[src/logic/tcc_pkg.sv]
// Purpose: constants and carriers for the cc control register bank
// Assumes: 100 MHz core clock, byte-wide register port from the serial core
// Notes:   offsets are the serial-port register addresses
// How it works
// - writing current-change request applies new advertised current in source; reads one until done
// - current-change request written outside source mode waits until source operation begins
// - force-error bit sends the fsm to ErrorRecovery, then self-clears; zero ignored
// - sink-attach hold clear: leave sink-attached after vbus low beyond loss debounce
// - sink-attach hold set: stay sink-attached at least 1.1 s without vbus, then self-clear; code times 1.1 s of sink attach from the hold write, not from vbus loss
// - vconn-swap bit asks the fsm to swap vconn roles, self-clears when done
// - source-reset bit jumps the fsm to Unattached.SRC, then self-clears
// - sink-reset bit jumps the fsm to Unattached.SNK, then self-clears
// - vconn auto-enable bit 7 low forces vconn off; high lets fsm control, resets high
// - try-sink enable bit 6 gates Try.SNK entry; resets low
// - debug accessory source detect enable bit 4; resets low
// - debug accessory sink detect enable bit 3; resets high
// - audio adapter detect enable bit 2; resets high
// - source detect enable bit 1; resets low
// - sink detect enable bit 0; resets high
// - advertised-current field latched on change-request write; applied only in source operation
// - advertised current codes 00 0.5A, 01 1.5A, 10 3.0A, 11 reserved
// - pull-up override 000 leaves fsm in control; other codes force fixed source
// - low-power select replaces 80uA in Unattached.SRC: 01 5.0uA, 10 1.0uA
package tcc_pkg;
  localparam logic [7:0] ADDR_ACTION  = 8'h20;
  localparam logic [7:0] ADDR_ENABLES = 8'h21;
  localparam logic [7:0] ADDR_CURSEL  = 8'h22;

  // action register bit positions
  localparam int B_CUR_CHG   = 5;
  localparam int B_FORCE_ERR = 4;
  localparam int B_SNK_HOLD  = 3;
  localparam int B_VCN_SWAP  = 2;
  localparam int B_RST_SRC   = 1;
  localparam int B_RST_SNK   = 0;
  localparam logic [5:0] ACTION_RESET = 6'h00;
  localparam logic [7:0] ACTION_MASK  = 8'h3F;

  // mode enable register
  localparam logic [7:0] ENABLES_RESET = 8'h8D;
  localparam logic [7:0] ENABLES_MASK  = 8'hDF;
  localparam int B_VCN_EN     = 7;
  localparam int B_TRY_SNK_EN = 6;
  localparam int B_DBG_SRC_EN = 4;
  localparam int B_DBG_SNK_EN = 3;
  localparam int B_AUD_EN     = 2;
  localparam int B_SRC_EN     = 1;
  localparam int B_SNK_EN     = 0;

  // current select register fields
  localparam int ADV_LSB = 5;
  localparam int LP_LSB  = 3;
  localparam int RP_LSB  = 0;
  localparam logic [7:0] CURSEL_RESET = 8'h00;
  localparam logic [7:0] CURSEL_MASK  = 8'h7F;

  localparam logic [1:0] ADV_0A5      = 2'h0;
  localparam logic [1:0] ADV_1A5      = 2'h1;
  localparam logic [1:0] ADV_3A0      = 2'h2;
  localparam logic [1:0] ADV_RESERVED = 2'h3;
  localparam logic [1:0] LP_NORMAL    = 2'h0;
  localparam logic [2:0] RP_BY_FSM    = 3'h0;

  // timing
  localparam int CLK_PERIOD_NS          = 10;
  localparam int SINK_HOLD_TIME_MS      = 1100;
  localparam int VBUS_LOSS_DEBOUNCE_US  = 10000;
  localparam int SINK_HOLD_CYCLES       = SINK_HOLD_TIME_MS * 1000000 / CLK_PERIOD_NS;
  localparam int VBUS_LOSS_CYCLES       = VBUS_LOSS_DEBOUNCE_US * 1000 / CLK_PERIOD_NS;

  typedef struct packed {
    logic vconn_auto_enable;
    logic try_sink_enable;
    logic debug_acc_source_detect_en;
    logic debug_acc_sink_detect_en;
    logic audio_adapter_detect_en;
    logic source_detect_en;
    logic sink_detect_en;
  } tcc_modes_t;

  // requests held high until the matching done pulse, or until a higher-priority request takes over
  typedef struct packed {
    logic reset_to_source;
    logic reset_to_sink;
    logic force_error;
    logic vconn_swap;
  } tcc_req_t;

  typedef struct packed {
    logic reset_to_source;
    logic reset_to_sink;
    logic force_error;
    logic vconn_swap;
  } tcc_done_t;

  typedef enum logic [1:0] {
    ACT_IDLE  = 2'b00,
    ACT_RESET = 2'b01,
    ACT_ERROR = 2'b10,
    ACT_SWAP  = 2'b11
  } tcc_act_t;
endpackage

[src/logic/tcc_cc_ctrl_regs.sv]
// Purpose: cc detection control registers and their action sequencing
// Assumes: byte register port from the serial core, cc fsm outside this block
// Notes:   long timers are parameters so a bench can shorten them
module tcc_cc_ctrl_regs
  import tcc_pkg::*;
#(
  parameter int HOLD_CYCLES     = SINK_HOLD_CYCLES,
  parameter int DEBOUNCE_CYCLES = VBUS_LOSS_CYCLES,
  parameter int TW              = 27
)(
  input  wire logic       clk,
  input  wire logic       rst_n,
  input  wire logic       reg_wr,
  input  wire logic       reg_rd,
  input  wire logic [7:0] reg_addr,
  input  wire logic [7:0] reg_wdata,
  output logic [7:0]      reg_rdata,
  input  wire logic       fsm_in_source,
  input  wire logic       fsm_in_unattached_src,
  input  wire logic       fsm_sink_attached,
  input  wire logic       fsm_vconn_want,
  input  wire logic       vbus_above_threshold,
  input  tcc_done_t       act_done,
  output tcc_req_t        act_req,
  output tcc_modes_t      modes,
  output logic            sink_exit_req,
  output logic            vconn_on,
  output logic [1:0]      adv_current_applied,
  output logic            adv_current_update,
  output logic [2:0]      pullup_current_override,
  output logic            pullup_forced,
  output logic [1:0]      low_power_current_select
);
  logic [5:0] act_q;
  logic [5:0] act_d;
  logic [7:0] en_q;
  logic [7:0] en_d;
  logic [7:0] cur_q;
  logic [7:0] cur_d;
  logic [1:0] adv_lat_q;
  logic [1:0] adv_lat_d;
  logic [1:0] adv_app_q;
  logic [1:0] adv_app_d;
  logic       upd_q;
  logic       upd_d;
  logic [7:0] rdata_q;
  logic [7:0] rdata_d;
  logic       wr_act;
  logic       hold_run;
  logic       hold_done;
  logic       deb_done;
  tcc_act_t   owner;

  assign wr_act = reg_wr && (reg_addr == ADDR_ACTION);

  // one action to the fsm at a time, except both resets together; resets first
  always_comb
  begin
    if (act_q[B_RST_SRC] || act_q[B_RST_SNK])
      owner = ACT_RESET;
    else if (act_q[B_FORCE_ERR])
      owner = ACT_ERROR;
    else if (act_q[B_VCN_SWAP])
      owner = ACT_SWAP;
    else
      owner = ACT_IDLE;
  end

  always_comb
  begin
    act_req = '0;
    case (owner)
      ACT_RESET:
      begin
        act_req.reset_to_source = act_q[B_RST_SRC];
        act_req.reset_to_sink   = act_q[B_RST_SNK];
      end
      ACT_ERROR: act_req.force_error = 1'b1;
      ACT_SWAP:  act_req.vconn_swap  = 1'b1;
      default:   act_req = '0;
    endcase
  end

  // hold timer runs only while attached as sink with the hold bit set
  assign hold_run = act_q[B_SNK_HOLD] && fsm_sink_attached;

  tcc_timer #(
    .W     (TW),
    .LIMIT (HOLD_CYCLES)
  ) u_hold (
    .clk   (clk),
    .rst_n (rst_n),
    .run   (hold_run),
    .done  (hold_done)
  );

  tcc_timer #(
    .W     (TW),
    .LIMIT (DEBOUNCE_CYCLES)
  ) u_deb (
    .clk   (clk),
    .rst_n (rst_n),
    .run   (fsm_sink_attached && !vbus_above_threshold),
    .done  (deb_done)
  );

  // exit only after debounce, and never while the hold is running
  assign sink_exit_req = deb_done && !act_q[B_SNK_HOLD];

  // action bits: a write of one sets, done clears; set wins over clear
  always_comb
  begin
    act_d     = act_q;
    adv_lat_d = adv_lat_q;
    adv_app_d = adv_app_q;
    upd_d     = 1'b0;
    if (act_done.reset_to_source)
      act_d[B_RST_SRC] = 1'b0;
    if (act_done.reset_to_sink)
      act_d[B_RST_SNK] = 1'b0;
    if (act_done.force_error)
      act_d[B_FORCE_ERR] = 1'b0;
    if (act_done.vconn_swap)
      act_d[B_VCN_SWAP] = 1'b0;
    // hold ends when served, or when no sink session is there to hold
    if (hold_done || !fsm_sink_attached)
      act_d[B_SNK_HOLD] = 1'b0;
    // change waits for source operation and for any reset to finish
    if (act_q[B_CUR_CHG] && fsm_in_source && owner != ACT_RESET)
    begin
      act_d[B_CUR_CHG] = 1'b0;
      if (adv_lat_q != ADV_RESERVED)
      begin
        adv_app_d = adv_lat_q;
        upd_d     = 1'b1;
      end
    end
    if (wr_act)
    begin
      // zero writes leave pending actions alone
      act_d = act_d | (reg_wdata[5:0] & ACTION_MASK[5:0]);
      if (reg_wdata[B_CUR_CHG])
        adv_lat_d = cur_q[ADV_LSB +: 2];
    end
  end

  always_ff @(posedge clk or negedge rst_n)
  begin
    if (!rst_n)
    begin
      act_q     <= ACTION_RESET;
      adv_lat_q <= ADV_0A5;
      adv_app_q <= ADV_0A5;
      upd_q     <= 1'b0;
    end
    else
    begin
      act_q     <= act_d;
      adv_lat_q <= adv_lat_d;
      adv_app_q <= adv_app_d;
      upd_q     <= upd_d;
    end
  end

  // plain read/write registers and the read path
  always_comb
  begin
    en_d    = en_q;
    cur_d   = cur_q;
    rdata_d = rdata_q;
    if (reg_wr && reg_addr == ADDR_ENABLES)
      en_d = reg_wdata & ENABLES_MASK;
    if (reg_wr && reg_addr == ADDR_CURSEL)
      cur_d = reg_wdata & CURSEL_MASK;
    if (reg_rd)
    begin
      case (reg_addr)
        ADDR_ACTION:  rdata_d = {2'b00, act_q};
        ADDR_ENABLES: rdata_d = en_q;
        ADDR_CURSEL:  rdata_d = cur_q;
        default:      rdata_d = 8'h00;
      endcase
    end
  end

  always_ff @(posedge clk or negedge rst_n)
  begin
    if (!rst_n)
    begin
      en_q    <= ENABLES_RESET;
      cur_q   <= CURSEL_RESET;
      rdata_q <= 8'h00;
    end
    else
    begin
      en_q    <= en_d;
      cur_q   <= cur_d;
      rdata_q <= rdata_d;
    end
  end

  assign reg_rdata = rdata_q;

  assign modes.vconn_auto_enable          = en_q[B_VCN_EN];
  assign modes.try_sink_enable            = en_q[B_TRY_SNK_EN];
  assign modes.debug_acc_source_detect_en = en_q[B_DBG_SRC_EN];
  assign modes.debug_acc_sink_detect_en   = en_q[B_DBG_SNK_EN];
  assign modes.audio_adapter_detect_en    = en_q[B_AUD_EN];
  assign modes.source_detect_en           = en_q[B_SRC_EN];
  assign modes.sink_detect_en             = en_q[B_SNK_EN];

  // vconn forced off while bit 7 is low, regardless of what the fsm wants
  assign vconn_on = en_q[B_VCN_EN] && fsm_vconn_want;

  assign adv_current_applied = adv_app_q;
  assign adv_current_update  = upd_q;

  assign pullup_current_override = cur_q[RP_LSB +: 3];
  assign pullup_forced           = cur_q[RP_LSB +: 3] != RP_BY_FSM;

  // low-power source current only matters in Unattached.SRC
  assign low_power_current_select = fsm_in_unattached_src
                                    ? cur_q[LP_LSB +: 2] : LP_NORMAL;
endmodule // tcc_cc_ctrl_regs

[src/logic/tcc_timer.sv]
// Purpose: saturating up-counter that flags a run of LIMIT cycles
// Assumes: run is synchronous to clk
// Notes:   count restarts whenever run drops
module tcc_timer
  import tcc_pkg::*;
#(
  parameter int W     = 27,
  parameter int LIMIT = 100
)(
  input  wire logic clk,
  input  wire logic rst_n,
  input  wire logic run,
  output logic      done
);
  localparam logic [W-1:0] LIM = W'(LIMIT);
  logic [W-1:0] cnt_q;
  logic [W-1:0] cnt_d;

  always_comb
  begin
    cnt_d = cnt_q;
    if (!run)
      cnt_d = '0;
    else if (cnt_q != LIM)
      cnt_d = cnt_q + W'(1);
  end

  always_ff @(posedge clk or negedge rst_n)
  begin
    if (!rst_n)
      cnt_q <= '0;
    else
      cnt_q <= cnt_d;
  end

  assign done = run && (cnt_q == LIM);
endmodule // tcc_timer

[config.mk]
export PLATFORM = sky130hd
export DESIGN_NAME = tcc_cc_ctrl_regs
export DESIGN_NICKNAME = d
export VERILOG_FILES = /design/src/logic/tcc_pkg.sv /design/src/logic/tcc_cc_ctrl_regs.sv /design/src/logic/tcc_timer.sv
export SDC_FILE = /design/constraint.sdc
export NUM_CORES = 1
export LEC_CHECK = 0
export BUFFER_PORTS_ARGS = -buffer_cell sky130_fd_sc_hd__buf_2
export CAP_MARGIN = 20
export CELL_PAD_IN_SITES_DETAIL_PLACEMENT = 1
export CELL_PAD_IN_SITES_GLOBAL_PLACEMENT = 2
export CORE_MARGIN = 1.5
export CORE_UTILIZATION = 35
export DETAILED_ROUTE_END_ITERATION = 7
export PLACE_DENSITY = 0.78
export SETUP_SLACK_MARGIN = 0.02
export SKIP_LAST_GASP = 1
export SYNTH_ARGS = -nofsm -noshare
export SYNTH_HDL_FRONTEND = slang
export SYNTH_HIERARCHICAL = 1
export SYNTH_SLANG_ARGS = --single-unit
[constraint.sdc]
create_clock -name clk -period 2.7 [get_ports clk]
set_clock_uncertainty 0.05 [all_clocks]
set_input_delay 0.81 -clock clk [delete_from_list [all_inputs] [get_ports clk]]
set_output_delay 0.81 -clock clk [all_outputs]
set_load 0.02 [all_outputs]
**After elaboration in Yosys (flattened, before gate mapping)**

Index checks and enable logic that the tools add are counted.

- Register bits after elaboration: 87
- Latch bits: 0
- Bits in writable memories: 0
- ROM bits: 0
- Input bits: 29
- Output and inout port bits: 30
- Memories kept: 0

- Add/subtract/negate cells: 2
- Multiply operators: 0
- Divide/modulo/power cells: 0
- $lt $le $gt $ge: 0
- Equality and inequality tests: 14
- Shifts and indexed selects: 0
- Multiplexer cells: 21
- Bitwise logic cells: 1
- Reduce and logical (&&, ||, !) cells: 19

Operator list:

| kind | number |
|---|---|
| 27-bit two-way mux | 4 |
| 27-bit by 1-bit adder with 27-bit output (second input constant) | 2 |
| 27-bit by 20-bit equality test with 1-bit output (second input constant) | 1 |
| 27-bit equality test (second input constant) | 1 |
| 27-bit by 20-bit inequality test with 1-bit output (second input constant) | 1 |
| 27-bit inequality test (second input constant) | 1 |
| 8-bit by 6-bit equality test with 1-bit output (second input constant) | 3 |
| 8-bit one-hot mux with 3 select lines | 1 |
| 1-bit logical AND | 11 |
| 1-bit two-way mux | 10 |
| 2-bit two-way mux | 5 |
| 6-bit two-way mux | 1 |
| 2-bit inequality test (second input constant) | 3 |
| 6-bit bitwise OR | 1 |
| 2-bit equality test (second input constant) | 2 |
| 2-bit AND reduction | 2 |
| 1-bit zero test | 3 |
| 3-bit nonzero test | 1 |
| 2-bit by 1-bit equality test with 1-bit output (second input constant) | 1 |
| 1-bit logical OR | 2 |
| 2-bit by 1-bit inequality test with 1-bit output (second input constant) | 1 |

**Longest topological paths before layout**

Gate-level depths: netlist of run 1.

- Depth in word-level cells: 8
- Gate-level depth with buffers: 6
- Mapped depth without buffers: 6

**Hierarchy**

Netlist of run 1, hierarchy kept.

Modules (own cells, without submodules):

| module | instances | cells an instance | area each (um^2) | sequential area each (um^2) |
|---|---|---|---|---|
| tcc_cc_ctrl_regs | 1 | 125 | 1522.7 | 830.8 |
| tcc_timer at u_hold | 1 | 158 | 1487.7 | 675.6 |
| tcc_timer at u_deb | 1 | 154 | 1443.9 | 675.6 |

**Worst setup path after synthesis of run 1**

No wires, ideal clock.

- Path type: input-to-output
- Start: input fsm_sink_attached
- End: output sink_exit_req
- Arrival time: 1.986 ns
- Path slack: -0.146 ns
- Stages on the path: 5
- Buffers on the path: 0
- Cells stage by stage: nor2b_1 -> nor4bb_1 -> nand4_1 -> nor2_1 -> nor2b_1

- Word-level cells in the longest chain between the ends: 3

Ends and longest elaborated chain:

| element | RTL line | source |
|---|---|---|
| start, declared | tcc_cc_ctrl_regs.sv:20 | `input wire logic fsm_sink_attached,` |
| 1-bit logical AND | tcc_cc_ctrl_regs.sv:103 | `.run (fsm_sink_attached && !vbus_above_threshold),` |
| 1-bit logical AND | tcc_timer.sv:36 | `assign done = run && (cnt_q == LIM);` |
| via deb_done | tcc_cc_ctrl_regs.sv:51 | `logic deb_done;` |
| 1-bit logical AND | tcc_cc_ctrl_regs.sv:108 | `assign sink_exit_req = deb_done && !act_q[B_SNK_HOLD];` |
| end, declared | tcc_cc_ctrl_regs.sv:26 | `output logic sink_exit_req,` |

The timed path passes the listed nets, and every way through them passes these cells.

**Worst setup path in the final report of run 1**

Same ends and word-level chain as after synthesis.

==> flow_summary.json, run 1 <==
{
  "detailedPlacementHpwl_um": 8365,
  "first_global_vias": 3685,
  "synthTopCellsByCount": "sky130_fd_sc_hd__dfrtp_1, sky130_fd_sc_hd__nand2_1, sky130_fd_sc_hd__nor2_1",
  "grt_start_max_net_pins": 49,
  "reg2reg_depth": 6,
  "rsz_0062_raised_after_global_routing": "yes",
  "post-route-worst-setup-slack_ns": -0.006110,
  "cts_sinks": 87,
  "groute.usage.overall_pct": 18.77,
  "timing.critical_path.from_type": "input port",
  "seq_power_share_pct": 45.9,
  "synth_flop_cell": "sky130_fd_sc_hd__dfrtp_1",
  "portBuffers": 58,
  "synthCells": 437,
  "clock_slew_seen_by_the_registers_of_the_worst_setup_and_hold_paths_ns": 0.06,
  "clock_share_of_power_pct": 47.6,
  "setup_viol_count_final": 1,
  "static-leakage-power_uw": 0.002333,
  "crit-reg2reg-capture": "u_deb/cnt_q[22]",
  "syn-mean-instance-area_um2": 10.19,
  "post_synth_instance_area_mm2": 0.004454,
  "ys_warn_count": 6,
  "ys_async_sr_fraction_pct": 100.0,
  "final_area_mm2": 0.005340,
  "fp.dieArea_mm2": 0.01341,
  "cap_violations": 0,
  "status": "finished with violations",
  "wire_per_inst_um": 17.49,
  "synthMostInstantiatedCell": "sky130_fd_sc_hd__dfrtp_1",
  "drtIter0Drc": 188,
  "ys_seq_elements": 87,
  "internal_power_uw": 2270,
  "placement.setup.worst_slack_ns": -0.1527,
  "violations": "setup timing",
  "power_per_cell_area_mw_per_mm2": 550.8,
  "timing.setup.tns_ns": -0.006110,
  "final_net_count": 532,
  "comb_power_share_pct": 6.5,
  "synth_area_leader_cell": "sky130_fd_sc_hd__dfrtp_1",
  "design.core.area_mm2": 0.01252,
  "postSynthNetCount": 470,
  "gr-total-overflow": 0,
  "worst-endpoint-required_ns": 1.84,
  "cts_buffer_depth": 2,
  "fillCellCount": 1446,
  "initial_antenna_violation_count": 0,
  "timing.final.crit_share_pct": 100.2,
  "cts_tree": "built",
  "drt_via_density": 5.388,
  "arrival_ns": 1.85,
  "effective_utilization_at_floorplan_pct": 35.59,
  "power.switching_fraction_pct": 22.81,
  "areaGrowthSynthToFinish_pct": 19.89,
  "die_extent_in_y_um": 115.8,
  "worst_setup_path_startpoint": "fsm_sink_attached",
  "r2r-start": "u_deb/cnt_q[0]",
  "post_dp_cell_area_mm2": 0.004961,
  "ff2ff_setup_slack_ns": 0.22,
  "num_antenna_cells": 0,
  "ctsHtreeMaxLevel": 3,
  "synth.area.top_cells": "sky130_fd_sc_hd__dfrtp_1, sky130_fd_sc_hd__mux2i_1, sky130_fd_sc_hd__mux2_2",
  "clk-insertion-delay-late_ns": 0.35,
  "worst_setup_path_endpoint": "sink_exit_req",
  "drt.antenna.violating_nets": 0,
  "hold_viol": 0,
  "routabilityCongestion": 0.8011,
  "total_switching_power_uw": 670.9,
  "post-layout-total-power_uw": 2941,
  "hold_buffers": 0,
  "grt_first_pass_wirelength_um": 19370,
  "max_slew_margin_pct": 52.67,
  "worstSetupEndpointType": "primary output",
  "path_class": "in2out",
  "synth_top_area_share_pct": 46.63,
  "worst_slew_pin_slew_ns": 0.7080,
  "ys_types": 46,
  "rows": 41,
  "post-route-drc-count": 0,
  "drt-pass1-iter-count": 4,
  "via_count": 3642,
  "floorplan.die.width_um": 115.8,
  "slew_viol_final": 0,
  "peakVddDrop_v": 0.0004135,
  "layout-drive-gt1-share_pct": 23.21,
  "numCtsBuffers": 9,
  "max_freq_ghz": 0.3695,
  "total_routed_wirelength_um": 11820,
  "clockRootBuffer": "sky130_fd_sc_hd__clkbuf_16",
  "synth_enable_flop_cells": 0,
  "period_minus_slack_ns": 2.706,
  "seq_area_frac_synth_pct": 48.99,
  "design.portCount": 59,
  "crit_path_max_fanout": 2,
  "hp-class": "in2async"
}
worst min-delay path by stage:
| stage | start | endpoint | slack [ns] | cells past startpoint |
|---|---|---|---|---|
| floorplan | act_q[5] | act_q[5] | 0.41 | 2 |
| global placement | reg_rdata[3] | reg_rdata[3] | 0.42 | 1 |
| detailed placement | reg_rdata[4] | reg_rdata[4] | 0.42 | 1 |
| CTS | reg_rdata[4] | reg_rdata[4] | 0.44 | 1 |
| global route | adv_current_applied[1] | adv_current_applied[1] | 0.46 | 1 |
| finish | rst_n | u_deb/cnt_q[19] | 0.43 | 1 |
per-layer routing:
metal	GRT usage, %	vias up	share of wire [%]
met5	0	-	0
met4	6.341	0	1.4
met3	3.661	11	2.0
met2	30.90	29	50
met1	24.83	1892	47
li1	-	1710	-
placed cells by master, fill, tap and decap left out, drive strengths merged, types with 7 or more instances in the layout:
| master | instances |
|---|---|
| o31ai | 9 |
| nand3 | 23 |
| or3 | 9 |
| nand2 | 38 |
| buf | 71 |
| mux2 | 16 |
| nor2 | 27 |
| inv | 21 |
| and3 | 7 |
| nand2b | 11 |
| a21oi | 16 |
| mux2i | 20 |
| or4 | 10 |
| clkbuf | 12 |
| dfrtp | 83 |
| xnor2 | 7 |
| nor4 | 10 |
| o21ai | 9 |
| nand4 | 17 |
| xor2 | 12 |
sequential cells by signal, indices dropped and copies added, names as in the netlist:
name / flops
act_q: 6
adv_current_applied: 2
adv_current_update: 1
adv_lat_q: 2
cur_q: 7
en_q: 7
reg_rdata: 8
u_deb/cnt_q: 27
u_hold/cnt_q: 27
what timing repair did:
action / CTS / global route
endpoints found under the setup margin: 1 / 1
gates resized for setup: 6 / 0
pin swaps: 1 / 1
cloned: 0 / 0
setup buffers: 2 / 1
worst max-delay path, cell delays in order:
cell and delay [ns]:
sky130_fd_sc_hd__buf_2 0.09, sky130_fd_sc_hd__nor2b_4 0.14, sky130_fd_sc_hd__nor4bb_2 0.20, sky130_fd_sc_hd__nand4_1 0.14
sky130_fd_sc_hd__nor2_2 0.17, sky130_fd_sc_hd__nor2b_4 0.15, sky130_fd_sc_hd__buf_4 0.14
power groups by stage:
| stage | registers [uW] | clock network (uW) | logic (uW) |
|---|---|---|---|
| CTS | 1350 | 1440 | 194 |
| global route | 1350 | 1480 | 210 |
| detailed placement | 1380 | 0 | 189 |
| finish | 1350 | 1400 | 191 |
| global placement | 1370 | 0 | 187 |
| floorplan | 1390 | 0 | 68.6 |
logic make-up after synthesis:
group	count (synthesis)	share of synthesized area, %
adders and majority gates	4	1.124
xor gates and xnor gates	19	3.736
AOI/OAI and AO/OA	62	9.354
DFF	87	48.99
and+or+nand+nor	187	24.19
buffers and inverters	42	4.073
muxes	36	8.539
stage by stage:
stage	utilization, %	std cells	hold WS (ns)
after floorplan	-	437	0.4100
after global placement	39.63	657	0.4173
after detailed placement	39.63	657	0.4229
after CTS	42.60	675	0.4414
after global routing	42.66	676	0.4580
final	42.66	676	0.4339
cell type report:
type	instances	area [um^2]	share of cell area, %
Clock inverter	4	77.57	1.453
Sequential cell	87	2182	40.86
Timing Repair Buffer	71	405.4	7.591
Clock buffer	12	256.5	4.803
Multi-Input combinational cell	308	2121	39.71
Tap cell	172	215.2	4.030
Inverter	22	82.58	1.546
Power figures use the tool's default switching activity.
==> inputs of run 2 (changes only) <==
- clock period: 2.7 -> 3.1 ns (I/O delays scaled with it)
==> run 2 against run 1 <==
- die area did not move
- critical path type unchanged
- sequential cell count unchanged
- clock power fell by 21%
- setup slack improved by 0.16 ns
- critical endpoint unchanged
- non-clock buffer count shrank 4
- first-iteration DRC count is 6.9% lower
- sequential share of layout area increased by 0.62 points
- clock-buffer cell count decreased by 2
- sequential power shrank 13%
- the run now ends clean
==> flow_summary.json, run 2 (same netlist as run 1, synthesis figures left out) <==
{
  "status": "complete, no violations",
  "timing.final.crit_share_pct": 95.04,
  "fp.dieArea_mm2": 0.01341,
  "die_extent_in_y_um": 115.8,
  "worst-endpoint-required_ns": 2.12,
  "worst_slew_pin_slew_ns": 0.6121,
  "cap_violations": 0,
  "gr-total-overflow": 0,
  "total_routed_wirelength_um": 11720,
  "ff2ff_setup_slack_ns": 0.88,
  "effective_utilization_at_floorplan_pct": 35.59,
  "critical-path-top-cell-by-count": "sky130_fd_sc_hd__buf_2",
  "static-leakage-power_uw": 0.002290,
  "groute.usage.overall_pct": 18.87,
  "areaGrowthSynthToFinish_pct": 18.09,
  "max_freq_ghz": 0.3394,
  "routabilityCongestion": 0.7852,
  "power_per_cell_area_mw_per_mm2": 464.3,
  "fillCellCount": 1440,
  "setup_viol_count_final": 0,
  "num_antenna_cells": 0,
  "rsz_0062_raised_after_global_routing": "no",
  "final_net_count": 528,
  "grt_start_max_net_pins": 36,
  "critical-path-max-stage-delay_ns": 0.21,
  "mostFrequentLayoutCells": "sky130_fd_sc_hd__dfrtp_1, sky130_fd_sc_hd__buf_2, sky130_fd_sc_hd__nand2_1",
  "portBuffers": 58,
  "max_slew_margin_pct": 59.08,
  "hold_worst_path_end": "reg_rdata[3]",
  "drt_via_density": 5.317,
  "floorplan.die.width_um": 115.8,
  "initial_antenna_violation_count": 1,
  "clockRootBuffer": "sky130_fd_sc_hd__clkbuf_16",
  "slew_viol_final": 0,
  "layout-drive-gt1-share_pct": 22.00,
  "detailedPlacementHpwl_um": 8313,
  "numCtsBuffers": 9,
  "drtIter0Drc": 175,
  "period_minus_slack_ns": 2.946,
  "grt_first_pass_wirelength_um": 19550,
  "peakVddDrop_v": 0.0002133,
  "timing.setup.tns_ns": 0,
  "arrival_ns": 1.97,
  "post-cts-setup-buffers": 0,
  "worstSetupEndpointType": "primary output",
  "min_delay_path_depth": 1,
  "post-route-drc-count": 0,
  "clk-insertion-delay-late_ns": 0.34,
  "via_count": 3573,
  "hp-class": "reg2reg",
  "reg2reg_depth": 5,
  "rows": 41,
  "path_buf_inv": 2,
  "hold_path_origin": "reg_rdata[3]",
  "timing.critical_path.from_type": "input port",
  "design.core.area_mm2": 0.01252,
  "wire_per_inst_um": 17.44,
  "cp_cell_sequence": "buf_2, nor2b_1, nor4bb_4, nand4_1, nor2_1, nor2b_2, buf_2",
  "design.portCount": 59,
  "critPathSlowestCell": "sky130_fd_sc_hd__nor4bb_4",
  "ctsHtreeMaxLevel": 3,
  "crit-reg2reg-capture": "u_deb/cnt_q[22]",
  "drt-pass1-iter-count": 4,
  "layout_commonest_cell": "sky130_fd_sc_hd__dfrtp_1",
  "r2r-start": "u_deb/cnt_q[1]",
  "crit_path_max_fanout": 2,
  "worst_setup_path_startpoint": "fsm_sink_attached",
  "clock_slew_seen_by_the_registers_of_the_worst_setup_and_hold_paths_ns": 0.06,
  "drt.antenna.violating_nets": 0,
  "cts_tree": "built",
  "hold_viol": 0,
  "path_class": "in2out",
  "cts_sinks": 87,
  "post-layout-total-power_uw": 2442,
  "first_global_vias": 3733,
  "cts_buffer_depth": 2,
  "timing.critical_path.max_delay_family": "simple AND/OR/NAND/NOR gates"
}
run 2: worst reg2reg max path: cells and delay by family (launching register included):
family                     cells  cell delay (ns)
and+or+nand+nor                3             1.31
DFF                            1             0.39
adders and majority gates      1             0.23
AOI/OAI and AO/OA              1             0.16
run 2: final cells by class:
type | count | area [um^2] | area share, %
sequential | 87 | 2182 | 41.48
multi-input combinational | 308 | 2108 | 40.08
timing repair buffer | 67 | 372.9 | 7.089
clock buffer | 10 | 239.0 | 4.543
tap | 172 | 215.2 | 4.091
inverter | 22 | 82.58 | 1.570
clock inverter | 6 | 60.06 | 1.142
run 2: routing by layer:
metal / routed length (um) / global-route usage [%] / vias to the layer above
met5: 0 / 0 / -
met4: 201 / 6.748 / 0
met3: 388 / 3.295 / 17
met2: 5835 / 31.61 / 57
met1: 5294 / 24.63 / 1795
li1: - / - / 1704
run 2: per-stage QoR:
stage                     setup WS, ns  hold WS [ns]  cells  instance area [um^2]  util, %
after floorplan                0.09144        0.4100    437                  4457        -
after global placement          0.1914        0.4162    656                  4946    39.51
after detailed placement       0.09552        0.4243    656                  4946    39.51
after CTS                      0.09810        0.4403    672                  5245    41.90
after global routing           0.03692        0.4632    672                  5260    42.02
final                           0.1539        0.4399    672                  5260    42.02
run 2: what timing repair did:
| item | in CTS | in global routing |
|---|---|---|
| endpoints found under the setup margin | 0 | 1 |
| resized for setup | 0 | 2 |
| hold buffers | 0 | 0 |
run 2: worst max-delay path by stage:
stage / to / depth (start not counted)
2_1_floorplan: sink_exit_req / 5
3_3_place_gp: sink_exit_req / 7
3_5_place_dp: sink_exit_req / 7
4_1_cts: sink_exit_req / 7
5_1_grt: sink_exit_req / 7
6_report: sink_exit_req / 7
run 2: power breakdown:
part	internal, uW	switching, uW
Combinational	62.0	101
Sequential	1160	15.7
Clock	642	462
Total	1860	578
